## src/common/sar_consts.svh

```systemverilog
// Constants of the converter control block: offsets, fields, resets, timing.
`ifndef SAR_CONSTS_SVH
`define SAR_CONSTS_SVH
`define ADDR_OFFSET 4'h0
`define ADDR_RESULT 4'h4
`define ADDR_STATUS 4'h8
`define OFS_BITS 12
`define RES_BITS 15
`define FULL_SCALE 15'h3fff
`define ZERO_CODE 15'h0000
`define OFS_RESET 12'h000
`define ST_BUSY 0
`define ST_LIGHT 1
`define ST_DEEP 2
`define ST_READY 3
`define CLK_NS 50
`define LIGHT_WAKE_NS 100
`define DEEP_WAKE_US 200
`define LIGHT_WAKE_CYC ((`LIGHT_WAKE_NS + `CLK_NS - 1) / `CLK_NS)
`define DEEP_WAKE_CYC ((`DEEP_WAKE_US * 1000 + `CLK_NS - 1) / `CLK_NS)
`endif

```

## src/common/sar_pkg.sv

```systemverilog
// Types of the converter control block.
package sar_pkg;
  typedef enum logic [1:0] {ST_IDLE, ST_CONV, ST_END} conv_state_t;
  typedef enum logic [1:0] {PW_FULL, PW_LIGHT, PW_DEEP} power_mode_t;
endpackage : sar_pkg

```

## src/hw/sar_adc_ctrl.sv

```systemverilog
// Control logic of a 14-bit successive-approximation converter.
`timescale 1ns/1ps
// ------------------------------------------------------------
// Overview of operation
// RULE_01 - Falling conversion start puts the sampler in hold and starts converting.
// RULE_02 - After the last trial bit the raw result stays in the SAR register.
// RULE_03 - At end of conversion the sampler goes back to tracking.
// RULE_04 - Result is straight binary, one step is reference over 16384.
// RULE_05 - Light sleep pin high gives light sleep, deep pin high deep sleep.
// RULE_06 - Light sleep powers everything down except the reference.
// RULE_07 - Host waits 100 ns after light sleep before starting a conversion.
// RULE_08 - Deep sleep powers everything down, the reference included.
// RULE_09 - Host waits 200 us after deep sleep before starting a conversion.
// RULE_10 - Clipping on with zero offset acts as a plain 14-bit converter.
// RULE_11 - With clipping on, bit fourteen flags input outside the nominal range.
// RULE_12 - A nonzero offset is added to the raw result at end of conversion.
// RULE_13 - With clipping on, the corrected result saturates to 0x0000..0x3fff.
// RULE_14 - Clipping is enabled only while the enable_a input is high.
// RULE_15 - Busy goes low after conversion start and stays low throughout.
// RULE_16 - Host writes offsets as 12-bit two's complement within +/-1310.
// RULE_17 - Clipping off gives the unsaturated corrected result on fifteen bits.
// ------------------------------------------------------------
`include "sar_consts.svh"

module sar_adc_ctrl #(
  parameter int SAR_BITS = 14,
  parameter int DEEP_WAKE_CYCLES = `DEEP_WAKE_CYC
) (
  // Clock and reset.
  input wire logic REF_CLK_IN,
  input wire logic RST_N_IN,
  // Host control pins.
  input wire logic CONVERSION_START_N_IN,
  input wire logic LIGHT_SLEEP_PIN_IN,
  input wire logic DEEP_SLEEP_PIN_IN,
  input wire logic ENABLE_A_IN,
  // Analog front end.
  input wire logic COMP_IN,
  input wire logic ABOVE_FS_IN,
  input wire logic BELOW_ZS_IN,
  output logic HOLD_OUT,
  output logic [SAR_BITS-1:0] DAC_CODE_OUT,
  output logic REF_EN_OUT,
  output logic CORE_PWR_OUT,
  // Result and status.
  output logic BUSY_N_OUT,
  output logic [`RES_BITS-1:0] RESULT_OUT,
  // Register port.
  input wire logic [3:0] ADDR_IN,
  input wire logic [31:0] WDATA_IN,
  input wire logic WR_IN,
  input wire logic RD_IN,
  output logic [31:0] RDATA_OUT
);
  import sar_pkg::*;

  // ------------------------------------------------------------
  // Arithmetic helpers
  // ------------------------------------------------------------
  // Saturates a signed corrected sum into the 14-bit code range.
  function automatic logic [`RES_BITS-1:0] clamp_code(
    input logic signed [16:0] sum
  );
    if (sum < 17'sd0)
      clamp_code = `ZERO_CODE;
    else if (sum > 17'sd16383)
      clamp_code = `FULL_SCALE;
    else
      clamp_code = sum[`RES_BITS-1:0];
  endfunction : clamp_code

  // ------------------------------------------------------------
  // State
  // ------------------------------------------------------------
  conv_state_t state_q, state_d;
  power_mode_t pmode_q;
  logic start_n_q;
  logic hold_q;
  logic busy_n_q;
  logic [SAR_BITS-1:0] sar_q, sar_d;
  logic [SAR_BITS-1:0] trial_q, trial_d;
  logic [SAR_BITS-1:0] dac_q;
  logic over_q;
  logic [`RES_BITS-1:0] result_q;
  logic [`OFS_BITS-1:0] offset_q;
  logic [12:0] wake_q;
  logic [31:0] rdata_q;
  logic ref_en_q;
  logic core_pwr_q;

  // ------------------------------------------------------------
  // Decoding
  // ------------------------------------------------------------
  wire start_fall = start_n_q & ~CONVERSION_START_N_IN;
  wire asleep = DEEP_SLEEP_PIN_IN | LIGHT_SLEEP_PIN_IN;
  wire go = start_fall & ~asleep & (state_q == ST_IDLE);
  wire last_bit = trial_q[0];
  wire [SAR_BITS-1:0] kept = COMP_IN ? (sar_q | trial_q) : sar_q;
  wire signed [16:0] raw_s = {3'b000, sar_q};
  wire signed [16:0] ofs_s = {{5{offset_q[`OFS_BITS-1]}}, offset_q};
  wire signed [16:0] sum_s = raw_s + ofs_s;
  wire [`RES_BITS-1:0] clipped = clamp_code(sum_s);
  wire [`RES_BITS-1:0] corrected = ENABLE_A_IN ? clipped : sum_s[`RES_BITS-1:0];
  wire wr_ofs = WR_IN & (ADDR_IN == `ADDR_OFFSET);
  wire wake_done = (wake_q == 13'h0000);
  wire [31:0] status_word = {28'h0000000, wake_done, pmode_q == PW_DEEP,
    pmode_q == PW_LIGHT, ~busy_n_q};
  wire [31:0] rd_mux = (ADDR_IN == `ADDR_OFFSET) ? {20'h00000, offset_q} :
    (ADDR_IN == `ADDR_RESULT) ? {17'h00000, result_q} :
    (ADDR_IN == `ADDR_STATUS) ? status_word : 32'h00000000;
  wire power_mode_t pmode_d = DEEP_SLEEP_PIN_IN ? PW_DEEP :
    LIGHT_SLEEP_PIN_IN ? PW_LIGHT : PW_FULL; // RULE_05
  wire [12:0] wake_load = (pmode_q == PW_DEEP) ?
    13'(DEEP_WAKE_CYCLES) : 13'(`LIGHT_WAKE_CYC);

  // ------------------------------------------------------------
  // Conversion sequencer
  // ------------------------------------------------------------
  always_comb
  begin
    state_d = state_q;
    sar_d = sar_q;
    trial_d = trial_q;
    unique case (state_q)
      ST_IDLE:
      begin
        if (go) // RULE_01
        begin
          state_d = ST_CONV;
          sar_d = '0;
          trial_d = {1'b1, {(SAR_BITS-1){1'b0}}};
        end
      end
      ST_CONV:
      begin
        sar_d = kept;
        trial_d = trial_q >> 1;
        if (last_bit)
          state_d = ST_END; // RULE_02
      end
      ST_END:
      begin
        state_d = ST_IDLE;
        trial_d = '0;
      end
    endcase
  end

  always_ff @(posedge REF_CLK_IN)
  begin
    if (!RST_N_IN)
    begin
      state_q <= ST_IDLE;
      sar_q <= '0;
      trial_q <= '0;
      dac_q <= '0;
    end
    else
    begin
      state_q <= state_d;
      sar_q <= sar_d;
      trial_q <= trial_d;
      dac_q <= sar_d | trial_d;
    end
  end

  // Edge detector on the start pin; reset to idle-high, so a pin already low at
  // release is taken as a falling edge in the first cycle after reset.
  always_ff @(posedge REF_CLK_IN)
  begin
    if (!RST_N_IN)
      start_n_q <= 1'b1;
    else
      start_n_q <= CONVERSION_START_N_IN;
  end

  // ------------------------------------------------------------
  // Sampler, busy and out-of-range capture
  // ------------------------------------------------------------
  always_ff @(posedge REF_CLK_IN)
  begin
    if (!RST_N_IN)
    begin
      hold_q <= 1'b0;
      busy_n_q <= 1'b1;
      over_q <= 1'b0;
    end
    else if (go)
    begin
      hold_q <= 1'b1; // RULE_01
      busy_n_q <= 1'b0; // RULE_15
      over_q <= ABOVE_FS_IN | BELOW_ZS_IN;
    end
    else if (state_q == ST_END)
    begin
      hold_q <= 1'b0; // RULE_03
      busy_n_q <= 1'b1; // RULE_15
    end
  end

  // ------------------------------------------------------------
  // Result formatting
  // ------------------------------------------------------------
  // The offset in force at the end of conversion is applied, so a write
  // landing mid-conversion affects that result; hosts write between them.
  always_ff @(posedge REF_CLK_IN)
  begin
    if (!RST_N_IN)
      result_q <= `ZERO_CODE;
    else if (state_q == ST_END)
    begin
      if (ENABLE_A_IN) // RULE_14
        result_q <= {over_q, clipped[SAR_BITS-1:0]}; // RULE_10 RULE_11 RULE_13
      else
        result_q <= corrected; // RULE_12 RULE_17
    end
  end

  // ------------------------------------------------------------
  // Power control
  // ------------------------------------------------------------
  // The wake counter only reports readiness; spacing starts after a wake
  // is the host's duty, the block converts whatever is presented.
  always_ff @(posedge REF_CLK_IN)
  begin
    if (!RST_N_IN)
    begin
      pmode_q <= PW_FULL;
      ref_en_q <= 1'b1;
      core_pwr_q <= 1'b1;
      wake_q <= '0;
    end
    else
    begin
      pmode_q <= pmode_d;
      ref_en_q <= ~DEEP_SLEEP_PIN_IN; // RULE_06 RULE_08
      core_pwr_q <= ~asleep; // RULE_06
      if (asleep)
        wake_q <= '0;
      else if (pmode_q != PW_FULL)
        wake_q <= wake_load; // RULE_07 RULE_09
      else if (!wake_done)
        wake_q <= wake_q - 13'h0001;
    end
  end

  // ------------------------------------------------------------
  // Register port
  // ------------------------------------------------------------
  always_ff @(posedge REF_CLK_IN)
  begin
    if (!RST_N_IN)
      offset_q <= `OFS_RESET;
    else if (wr_ofs)
      offset_q <= WDATA_IN[`OFS_BITS-1:0]; // RULE_16
  end

  always_ff @(posedge REF_CLK_IN)
  begin
    if (!RST_N_IN)
      rdata_q <= '0;
    else if (RD_IN)
      rdata_q <= rd_mux;
    else
      rdata_q <= '0;
  end

  // ------------------------------------------------------------
  // Outputs
  // ------------------------------------------------------------
  assign HOLD_OUT = hold_q;
  assign DAC_CODE_OUT = dac_q; // RULE_04
  assign REF_EN_OUT = ref_en_q;
  assign CORE_PWR_OUT = core_pwr_q;
  assign BUSY_N_OUT = busy_n_q;
  assign RESULT_OUT = result_q;
  assign RDATA_OUT = rdata_q;
endmodule : sar_adc_ctrl

```

## config.mk

```make
export PLATFORM = sky130hd
export DESIGN_NAME = sar_adc_ctrl
export DESIGN_NICKNAME = d
export VERILOG_FILES = /design/src/common/sar_pkg.sv /design/src/hw/sar_adc_ctrl.sv
export VERILOG_INCLUDE_DIRS = /design/src /design/src/common
export SDC_FILE = /design/constraint.sdc
export NUM_CORES = 1
export LEC_CHECK = 0
export BUFFER_PORTS_ARGS = -buffer_cell sky130_fd_sc_hd__buf_2
export CORE_ASPECT_RATIO = 0.6
export CORE_UTILIZATION = 35
export CTS_CLUSTER_SIZE = 8
export DETAILED_ROUTE_END_ITERATION = 12
export GPL_ROUTABILITY_DRIVEN = 0
export HOLD_SLACK_MARGIN = 0.06
export PLACE_DENSITY = 0.58
export SLEW_MARGIN = 0
export SYNTH_ARGS = -nofsm -noshare
export SYNTH_HDL_FRONTEND = slang
export SYNTH_SLANG_ARGS = --single-unit
```

## constraint.sdc

```tcl
create_clock -name REF_CLK_IN -period 2.35 [get_ports REF_CLK_IN]
set_input_delay 0.47 -clock REF_CLK_IN [delete_from_list [all_inputs] [get_ports REF_CLK_IN]]
set_output_delay 0.47 -clock REF_CLK_IN [all_outputs]
set_load 0.05 [all_outputs]
```

==> results of run 1 <==
per-layer routing:
metal	track usage, %	share of wire, %	wire length [microns]	vias to the layer above
met2	24.4	40	4950	111
met4	4.25	0.82	102	0
met1	27.2	54	6630	1917
met3	4.30	5.7	707	12
met5	0	0	0	-
li1	-	-	-	2048
cell usage after synthesis (3+ instances only):
| library cell | n |
|---|---|
| and2_1 | 7 |
| clkbuf_1 | 16 |
| dfxtp_1 | 107 |
| inv_1 | 14 |
| ha_1 | 19 |
| or2_2 | 14 |
| a31oi_1 | 5 |
| a21boi_0 | 13 |
| xor2_1 | 11 |
| a22o_1 | 8 |
| a21o_1 | 7 |
| nor3_1 | 8 |
| o211ai_1 | 3 |
| buf_4 | 17 |
| a21oi_1 | 73 |
| nand2_1 | 45 |
| xnor2_1 | 10 |
| nand2b_1 | 6 |
| o211a_1 | 3 |
| nand3_1 | 3 |
| nor2b_1 | 19 |
| o21ai_0 | 17 |
| o21bai_1 | 4 |
| a22oi_1 | 13 |
| nor2_1 | 38 |
how the worst max path moves through the flow:
stage,start,slack (ns),cells after the start,endpoint
after floorplan,offset_q[0]$_SDFFE_PN0P_,-0.17,10,RESULT_OUT[0]$_SDFFE_PN0P_
after global placement,offset_q[0]$_SDFFE_PN0P_,-0.24,10,RESULT_OUT[0]$_SDFFE_PN0P_
after detailed placement,offset_q[0]$_SDFFE_PN0P_,-0.29,10,RESULT_OUT[0]$_SDFFE_PN0P_
after CTS,offset_q[0]$_SDFFE_PN0P_,-0.22,12,RESULT_OUT[11]$_SDFFE_PN0P_
after global routing,sar_q[1]$_SDFF_PN0_,-0.35,11,RESULT_OUT[12]$_SDFFE_PN0P_
final,offset_q[0]$_SDFFE_PN0P_,-0.20,12,RESULT_OUT[11]$_SDFFE_PN0P_
state kept, by name, indices dropped and copies added, names as in the netlist, 2 cells and up:
| signal | cells |
|---|---|
| RDATA_OUT | 15 |
| RESULT_OUT | 15 |
| DAC_CODE_OUT | 14 |
| sar_q | 14 |
| trial_q | 14 |
| wake_q | 13 |
| offset_q | 12 |
| pmode_q | 2 |
| state_q | 2 |
worst max-delay path: stages (launching register included):
cell and delay, ns:
dfxtp_2 0.36, ha_4 0.15, fa_2 0.22, a211oi_2 0.08
o21bai_2 0.17, a21oi_2 0.08, o31a_1 0.26, a221o_1 0.35
buf_4 0.15, o211a_1 0.21, o21ai_2 0.18, buf_12 0.15
a31oi_1 0.07
where the power goes:
group	total, mW	switching, mW	internal [mW]	leakage (nW)
clock	1.52	0.662	0.860	0.146
sequential	1.87	0.0254	1.84	0.867
combinational	0.621	0.359	0.262	1.70
cell families after synthesis:
| family | after synthesis |
|---|---|
| AO/OA/AOI/OAI | 165 |
| XOR/XNOR | 21 |
| adder cells (fa/ha/maj) | 20 |
| buffers and inverters | 51 |
| flip-flops | 107 |
| multiplexers | 2 |
| other | 1 |
| AND/OR/NAND/NOR | 159 |
final cells by class:
class | count | area, sq um | share of cell area [%]
Clock buffer | 11 | 243 | 4.02
Timing Repair Buffer | 127 | 800 | 13.3
Sequential cell | 107 | 2150 | 35.6
Inverter | 14 | 52.6 | 0.871
Tap cell | 170 | 213 | 3.53
Multi-Input combinational cell | 384 | 2510 | 41.7
Clock inverter | 5 | 60.1 | 0.996
through the flow:
step	power (mW)	hold WS [ns]
after detailed placement	2.42	0.448
after global routing	4.19	0.332
final	4.01	0.316
after floorplan	2.29	0.437
after global placement	2.40	0.441
after CTS	3.94	0.315
what timing repair did:
action                                  CTS  global route
resized for setup                         5            27
hold endpoints to repair                  0             0
buffers inserted                          3             3
gates cloned                              0             1
pin swaps                                 4            16
endpoints found under the setup margin   16            21
==> impl_results.md, run 1 <==
- Post-Synth Adder-Cell Area: 5.43%
- Number of hold violations in the final report: 0
- Summed area of non-filler cells in the final layout: 6030 sq um
- Final core occ: 46.3%
- Clock-pin slew of the registers on the worst-case setup and hold paths: 0.07 ns
- Total routing resource utilization after global routing: 17.8%
- Non-filler instance count after layout: 818
- Number of synthesis warnings: 0
- Flop and latch count out of synthesis: about 110
- Run status: finished, violations left
- Max Fanout on Critical Path: 13
- Main combinational cell family by area after synthesis: compound AO/OA/AOI/OAI gates
- Worst slew margin relative to its limit: 40.8%
- Pin count of the biggest net entering global routing: 43
- Area of the die: ~14000 sq um
- Reg2reg start: offset_q[0]$_SDFFE_PN0P_
- Setup TNS: -3.03 ns
- Standard-cell row count: 32
- Worst hold path endpoint: start_n_q$_SDFF_PN1_
- Overflow after GRT: 0
- Number of instances in the synthesized netlist: 526
- Total clock sinks: 107
- Unique masters post-synth: 60
- Post-DR wirelength/cell: 15.1 microns
- Xor and xnor fraction of the mapped netlist area: 3.88%
- H-tree level count: 3
- Arrival time at the worst endpoint: 2.77 ns
- Master cell of the clock root buffer: clkbuf_16
- ANT nets after route: 0
- Start-to-end type of the worst setup path: reg2reg
- Period utilisation layout: 108%
- Hold Crit Depth: 2
- Number of optimization iterations in the first detailed-route pass: 9
- CP startpoint kind: flop
- Placed insts: 795
- Crit path time final: 2.55 ns
- RSZ-0062 raised after global routing: yes
- Instance area at placement: ~5600 sq um
- CORE AREA: 13000 sq um
- Total length of routed wires: 12400 microns
- Y dimension of the die: between 90 and 100 microns
- Class of the worst hold path: in2reg
- I/O pin count: 112
- Final setup viols: 20
- Synthesized-area fraction occupied by ao, oa, aoi and oai cells: 22.4%
- Static leakage: 2.71 nW
- Area contributors post-synth: dfxtp_1, a21oi_1, ha_1, nand2_1, nor2_1
- Power density over cell area: about 660 nW/um^2
- Horizontal extent of the die: 152 microns
- Count of fill cells added during filler insertion: 1239
- Maximum number of buffers from clock root to sink: 2
- CP Capture Type: flop
- Reg2Reg Setup Slack: -0.20 ns
- Vias per inst: roughly 5.0
- Area grow syn2layout: 27.1%
- Most common library cell in the layout ignoring fill and taps: dfxtp_1
- Achievable Freq: 0.393 GHz
- Multiplexer share of the synthesized area: 0.475%
- Post-synthesis cell area: 4740 sq um
- Yosys top cell area share: ~45%
- Post-synth EDFFs: 0
- Worst hold start: CONVERSION_START_N_IN
- First-pass GRT wire length: between 15000 and 20000 microns
- Simple-Gate Fraction of Synth Area: between 10% and 20%
- Share of the yosys chip area belonging to registers: roughly 45%
- Most used flip-flop cell after synthesis: dfxtp_1
- Initial Util: 36.5%
- Post-detailed-route DRC marker count: 8
- Vias: 4088
- Largest clock skew in the final design: 0.00766 ns
- Iter 0 DRT Violations: 236
- Initial antenna violation count: 0
- IO Port Bufs: 74
- VDD IR-drop max: 325 uV
- Clk Latency, worst-skew pair: ~0.35 ns
- Endpoint of the lowest-slack register-to-register path: RESULT_OUT[11]$_SDFFE_PN0P_
- Fraction of final layout cells with drive strength greater than 1: 29.0%
- Number of buffers added by the clock tree synthesis step: 9
- Required time reported for the critical path endpoint: 2.58 ns
- Number of pins exceeding their max-slew limit in the final report: 0
- TritonCTS clock tree: yes
- Register-to-Register Path Depth: 12
- Maximum capacitance violations: 0
- Final net count: 710
- HPWL after detailed placement: between 8000 and 9000 microns
- Post-synthesis cell type with the largest combined area: dfxtp_1
- DP Worst Slack: -0.290 ns
- Violated checks: DRC, setup timing
- Antenna Cells: 0
- Transition time at the pin with the least slew margin: just under 0.9 ns
- Final setup slack of the worst path: -0.196 ns
- Hold-fix buffers, CTS: 0
- Leading cell types in the layout, fill and taps excluded: dfxtp_1, buf_2, a21oi_1
- Vias in the first global route: 3712
- Syn avg cell area: 9.02 sq um
- Async set-reset flop share out of synthesis: 0%
(Power assumes the default switching activity.)
==> run 2: changes to the inputs <==
- RECOVER_POWER: not set -> 25
==> run 2 against run 1 <==
Net effect:
- the flow still finishes with violations (DRC, setup timing)
- clock power about the same
- combinational power is essentially flat
- via count decreased by 0.17%
- non-clock buffer count unchanged
- flip-flop and latch count is the same
- worst setup slack better by 0.0043 ns
- power about the same
- largest cell class unchanged
==> impl_results.md, run 2 (synthesized netlist as in run 1, its figures left out) <==
- Worst hold start: CONVERSION_START_N_IN (unchanged)
- Reg2reg start: offset_q[0]$_SDFFE_PN0P_ (unchanged)
- Reg2Reg Setup Slack: -0.19 ns (was -0.20 ns)
- CP startpoint kind: flop (unchanged)
- Power dissipated by switching net loads: 1.04 mW (was 1.05 mW)
- Period utilisation layout: 108% (about the same)
- Arrival time at the worst endpoint: 2.77 ns (about the same)
- Vias per inst: 4.99 (was 5.00)
- Clock-pin slew of the registers on the worst-case setup and hold paths: 0.07 ns (about the same)
- Violated checks: DRC, setup timing (unchanged)
- Standard-cell row count: 32 (unchanged)
- Maximum cell stage delay along the critical path: 0.36 ns (about the same)
- Iter 0 DRT Violations: 263 (was 236)
- Hold Crit Depth: 2 (unchanged)
- Number of optimization iterations in the first detailed-route pass: 9 (unchanged)
- Class of the worst hold path: in2reg (unchanged)
- Family with the most delay on the worst path: compound AO/OA/AOI/OAI gates (unchanged)
- Cells along the critical path: ha_4 > fa_2 > a211oi_2 > o21bai_2 > a21oi_2 > o31a_1 > a221o_1 > buf_4 > o211a_1 > o21ai_2 > buf_12 > a31oi_1 (unchanged)
- Area grow syn2layout: 26.5% (was 27.1%)
- Initial Util: 36.5% (unchanged)
- Fraction of final layout cells with drive strength greater than 1: 25.9% (was 29.0%)
- Total routing resource utilization after global routing: 17.8% (unchanged)
- CP Capture Type: flop (unchanged)
- Register-to-Register Path Depth: 12 (unchanged)
- Horizontal extent of the die: 152 microns (unchanged)
- ANT nets after route: 0 (unchanged)
- CP bufs+invs: 2 (unchanged)
- Required time reported for the critical path endpoint: 2.58 ns (about the same)
- Overflow after GRT: 0 (unchanged)
- Number of hold violations in the final report: 0 (unchanged)
- Max Fanout on Critical Path: 13 (unchanged)
- Final net count: 710 (unchanged)
- Number of pins exceeding their max-slew limit in the final report: 0 (unchanged)
- Leading cell types in the layout, fill and taps excluded: dfxtp_1, a21oi_1, buf_2 (was dfxtp_1, buf_2, a21oi_1)
- Start-to-end type of the worst setup path: reg2reg (unchanged)
- Maximum number of buffers from clock root to sink: 2 (unchanged)
- I/O pin count: 112 (unchanged)
- Clock Power Share: 37.9% (was 38.0%)
- VDD IR-drop max: 323 uV (was 325 uV)
- H-tree level count: 3 (unchanged)
- Total length of routed wires: 12400 microns (about the same)
- Final setup viols: 20 (unchanged)
- Vias: 4081 (was 4088)
- Sw Ratio: 26.1% (about the same)
- IO Port Bufs: 74 (unchanged)
- Placed insts: 795 (unchanged)
- Number of buffers added by the clock tree synthesis step: 9 (unchanged)
- Y dimension of the die: 92.2 microns (unchanged)
- TritonCTS clock tree: yes (unchanged)
- Summed area of non-filler cells in the final layout: 6000 sq um (was 6030 sq um)
- Post-detailed-route DRC marker count: 8 (unchanged)
- Endpoint of the lowest-slack register-to-register path: RESULT_OUT[11]$_SDFFE_PN0P_ (unchanged)
- First-pass GRT wire length: 19400 microns (unchanged)
- HPWL after detailed placement: 8940 microns (unchanged)
- Transition time at the pin with the least slew margin: 0.879 ns (was 0.885 ns)
- Non-filler instance count after layout: 818 (unchanged)
- Maximum capacitance violations: 0 (unchanged)
- Area of the die: 14000 sq um (unchanged)
- Total clock sinks: 107 (unchanged)
- Vias in the first global route: 3712 (unchanged)
- CORE AREA: 13000 sq um (unchanged)
- Achievable Freq: 0.393 GHz (about the same)
- Antenna Cells: 0 (unchanged)
- Crit path time final: 2.54 ns (was 2.55 ns)
- Master cell of the clock root buffer: clkbuf_16 (unchanged)
- Clk Latency, worst-skew pair: 0.34 ns (was 0.35 ns)
- Worst hold path endpoint: start_n_q$_SDFF_PN1_ (unchanged)
- Initial antenna violation count: 0 (unchanged)
- Post-DR wirelength/cell: 15.2 microns (was 15.1 microns)
- Final core occ: 46.1% (was 46.3%)
- Run status: finished, violations left (unchanged)
- Hold-fix buffers, CTS: 0 (unchanged)
- Most common library cell in the layout ignoring fill and taps: dfxtp_1 (unchanged)
- Proportion of power drawn by flip-flops and latches: 46.6% (was 46.5%)
- Worst slew margin relative to its limit: 41.2% (was 40.8%)
- Pin count of the biggest net entering global routing: 43 (unchanged)
- Final setup slack of the worst path: -0.192 ns (was -0.196 ns)
- Largest clock skew in the final design: 0.00647 ns (was 0.00766 ns)
- DP Worst Slack: -0.290 ns (unchanged)
- Combinational power share: 15.5% (about the same)
- Internal power contribution: 2.96 mW (about the same)
- Power density over cell area: 667 nW/um^2 (was 665 nW/um^2)
- Instance area at placement: 5550 sq um (unchanged)
- Static leakage: 2.63 nW (was 2.71 nW)
- RSZ-0062 raised after global routing: yes (unchanged)
- CP max-delay cell: dfxtp_2 (unchanged)
[run 2: changes by cell type in the layout (fill, tap and decap cells not counted)]
cell	change
clkbuf_1	+20
clkbuf_4	+1
buf_2	-19
and2_1	-3
buf_4	-2
and2_0	+3
[run 2: per-layer routing]
| metal | vias up | wire length (microns) | share of wire, % | global-route usage [%] |
|---|---|---|---|---|
| met5 | - | 0 | 0 | 0 |
| met4 | 0 | 101 | 0.81 | 4.25 |
| met3 | 11 | 703 | 5.7 | 4.30 |
| met2 | 105 | 4980 | 40 | 24.4 |
| met1 | 1917 | 6620 | 53 | 27.2 |
| li1 | 2048 | - | - | - |
[run 2: metrics by stage]
step / hold WS, ns / setup TNS, ns / power (mW)
after global placement: 0.441 / -2.28 / 2.40
after CTS: 0.315 / -3.15 / 3.94
after detailed placement: 0.448 / -2.64 / 2.42
final: 0.316 / -2.96 / 4.00
after global routing: 0.332 / -5.58 / 4.19
after floorplan: 0.437 / -0.236 / 2.29
[run 2: worst max path at each step]
stage	start	end	cells after the start
floorplan	offset_q[0]$_SDFFE_PN0P_	RESULT_OUT[0]$_SDFFE_PN0P_	10
global placement	offset_q[0]$_SDFFE_PN0P_	RESULT_OUT[0]$_SDFFE_PN0P_	10
detailed placement	offset_q[0]$_SDFFE_PN0P_	RESULT_OUT[0]$_SDFFE_PN0P_	10
CTS	offset_q[0]$_SDFFE_PN0P_	RESULT_OUT[11]$_SDFFE_PN0P_	12
global route	sar_q[1]$_SDFF_PN0_	RESULT_OUT[12]$_SDFFE_PN0P_	11
finish	offset_q[0]$_SDFFE_PN0P_	RESULT_OUT[11]$_SDFFE_PN0P_	12
[run 2: power by group through the flow]
stage,Clock (mW),Sequential (mW),Combinational (mW)
after detailed placement,0,1.90,0.510
after global routing,1.65,1.87,0.671
final,1.52,1.87,0.619
after CTS,1.55,1.86,0.526
after global placement,0,1.90,0.501
after floorplan,0,1.92,0.373
[run 2: what timing repair did]
action / in CTS / in global routing
pin swaps: 4 / 16
setup buffers: 3 / 3
gates cloned: 0 / 1
endpoints found under the setup margin: 16 / 21
resized for setup: 5 / 27
[run 2: final cells by class]
type | count | area, sq um
Fill cell | 1251 | 7010
Multi-Input combinational cell | 384 | 2510
Timing Repair Buffer | 127 | 772
Tap cell | 170 | 213
Inverter | 14 | 52.6
Clock inverter | 5 | 60.1
Clock buffer | 11 | 243
Sequential cell | 107 | 2150
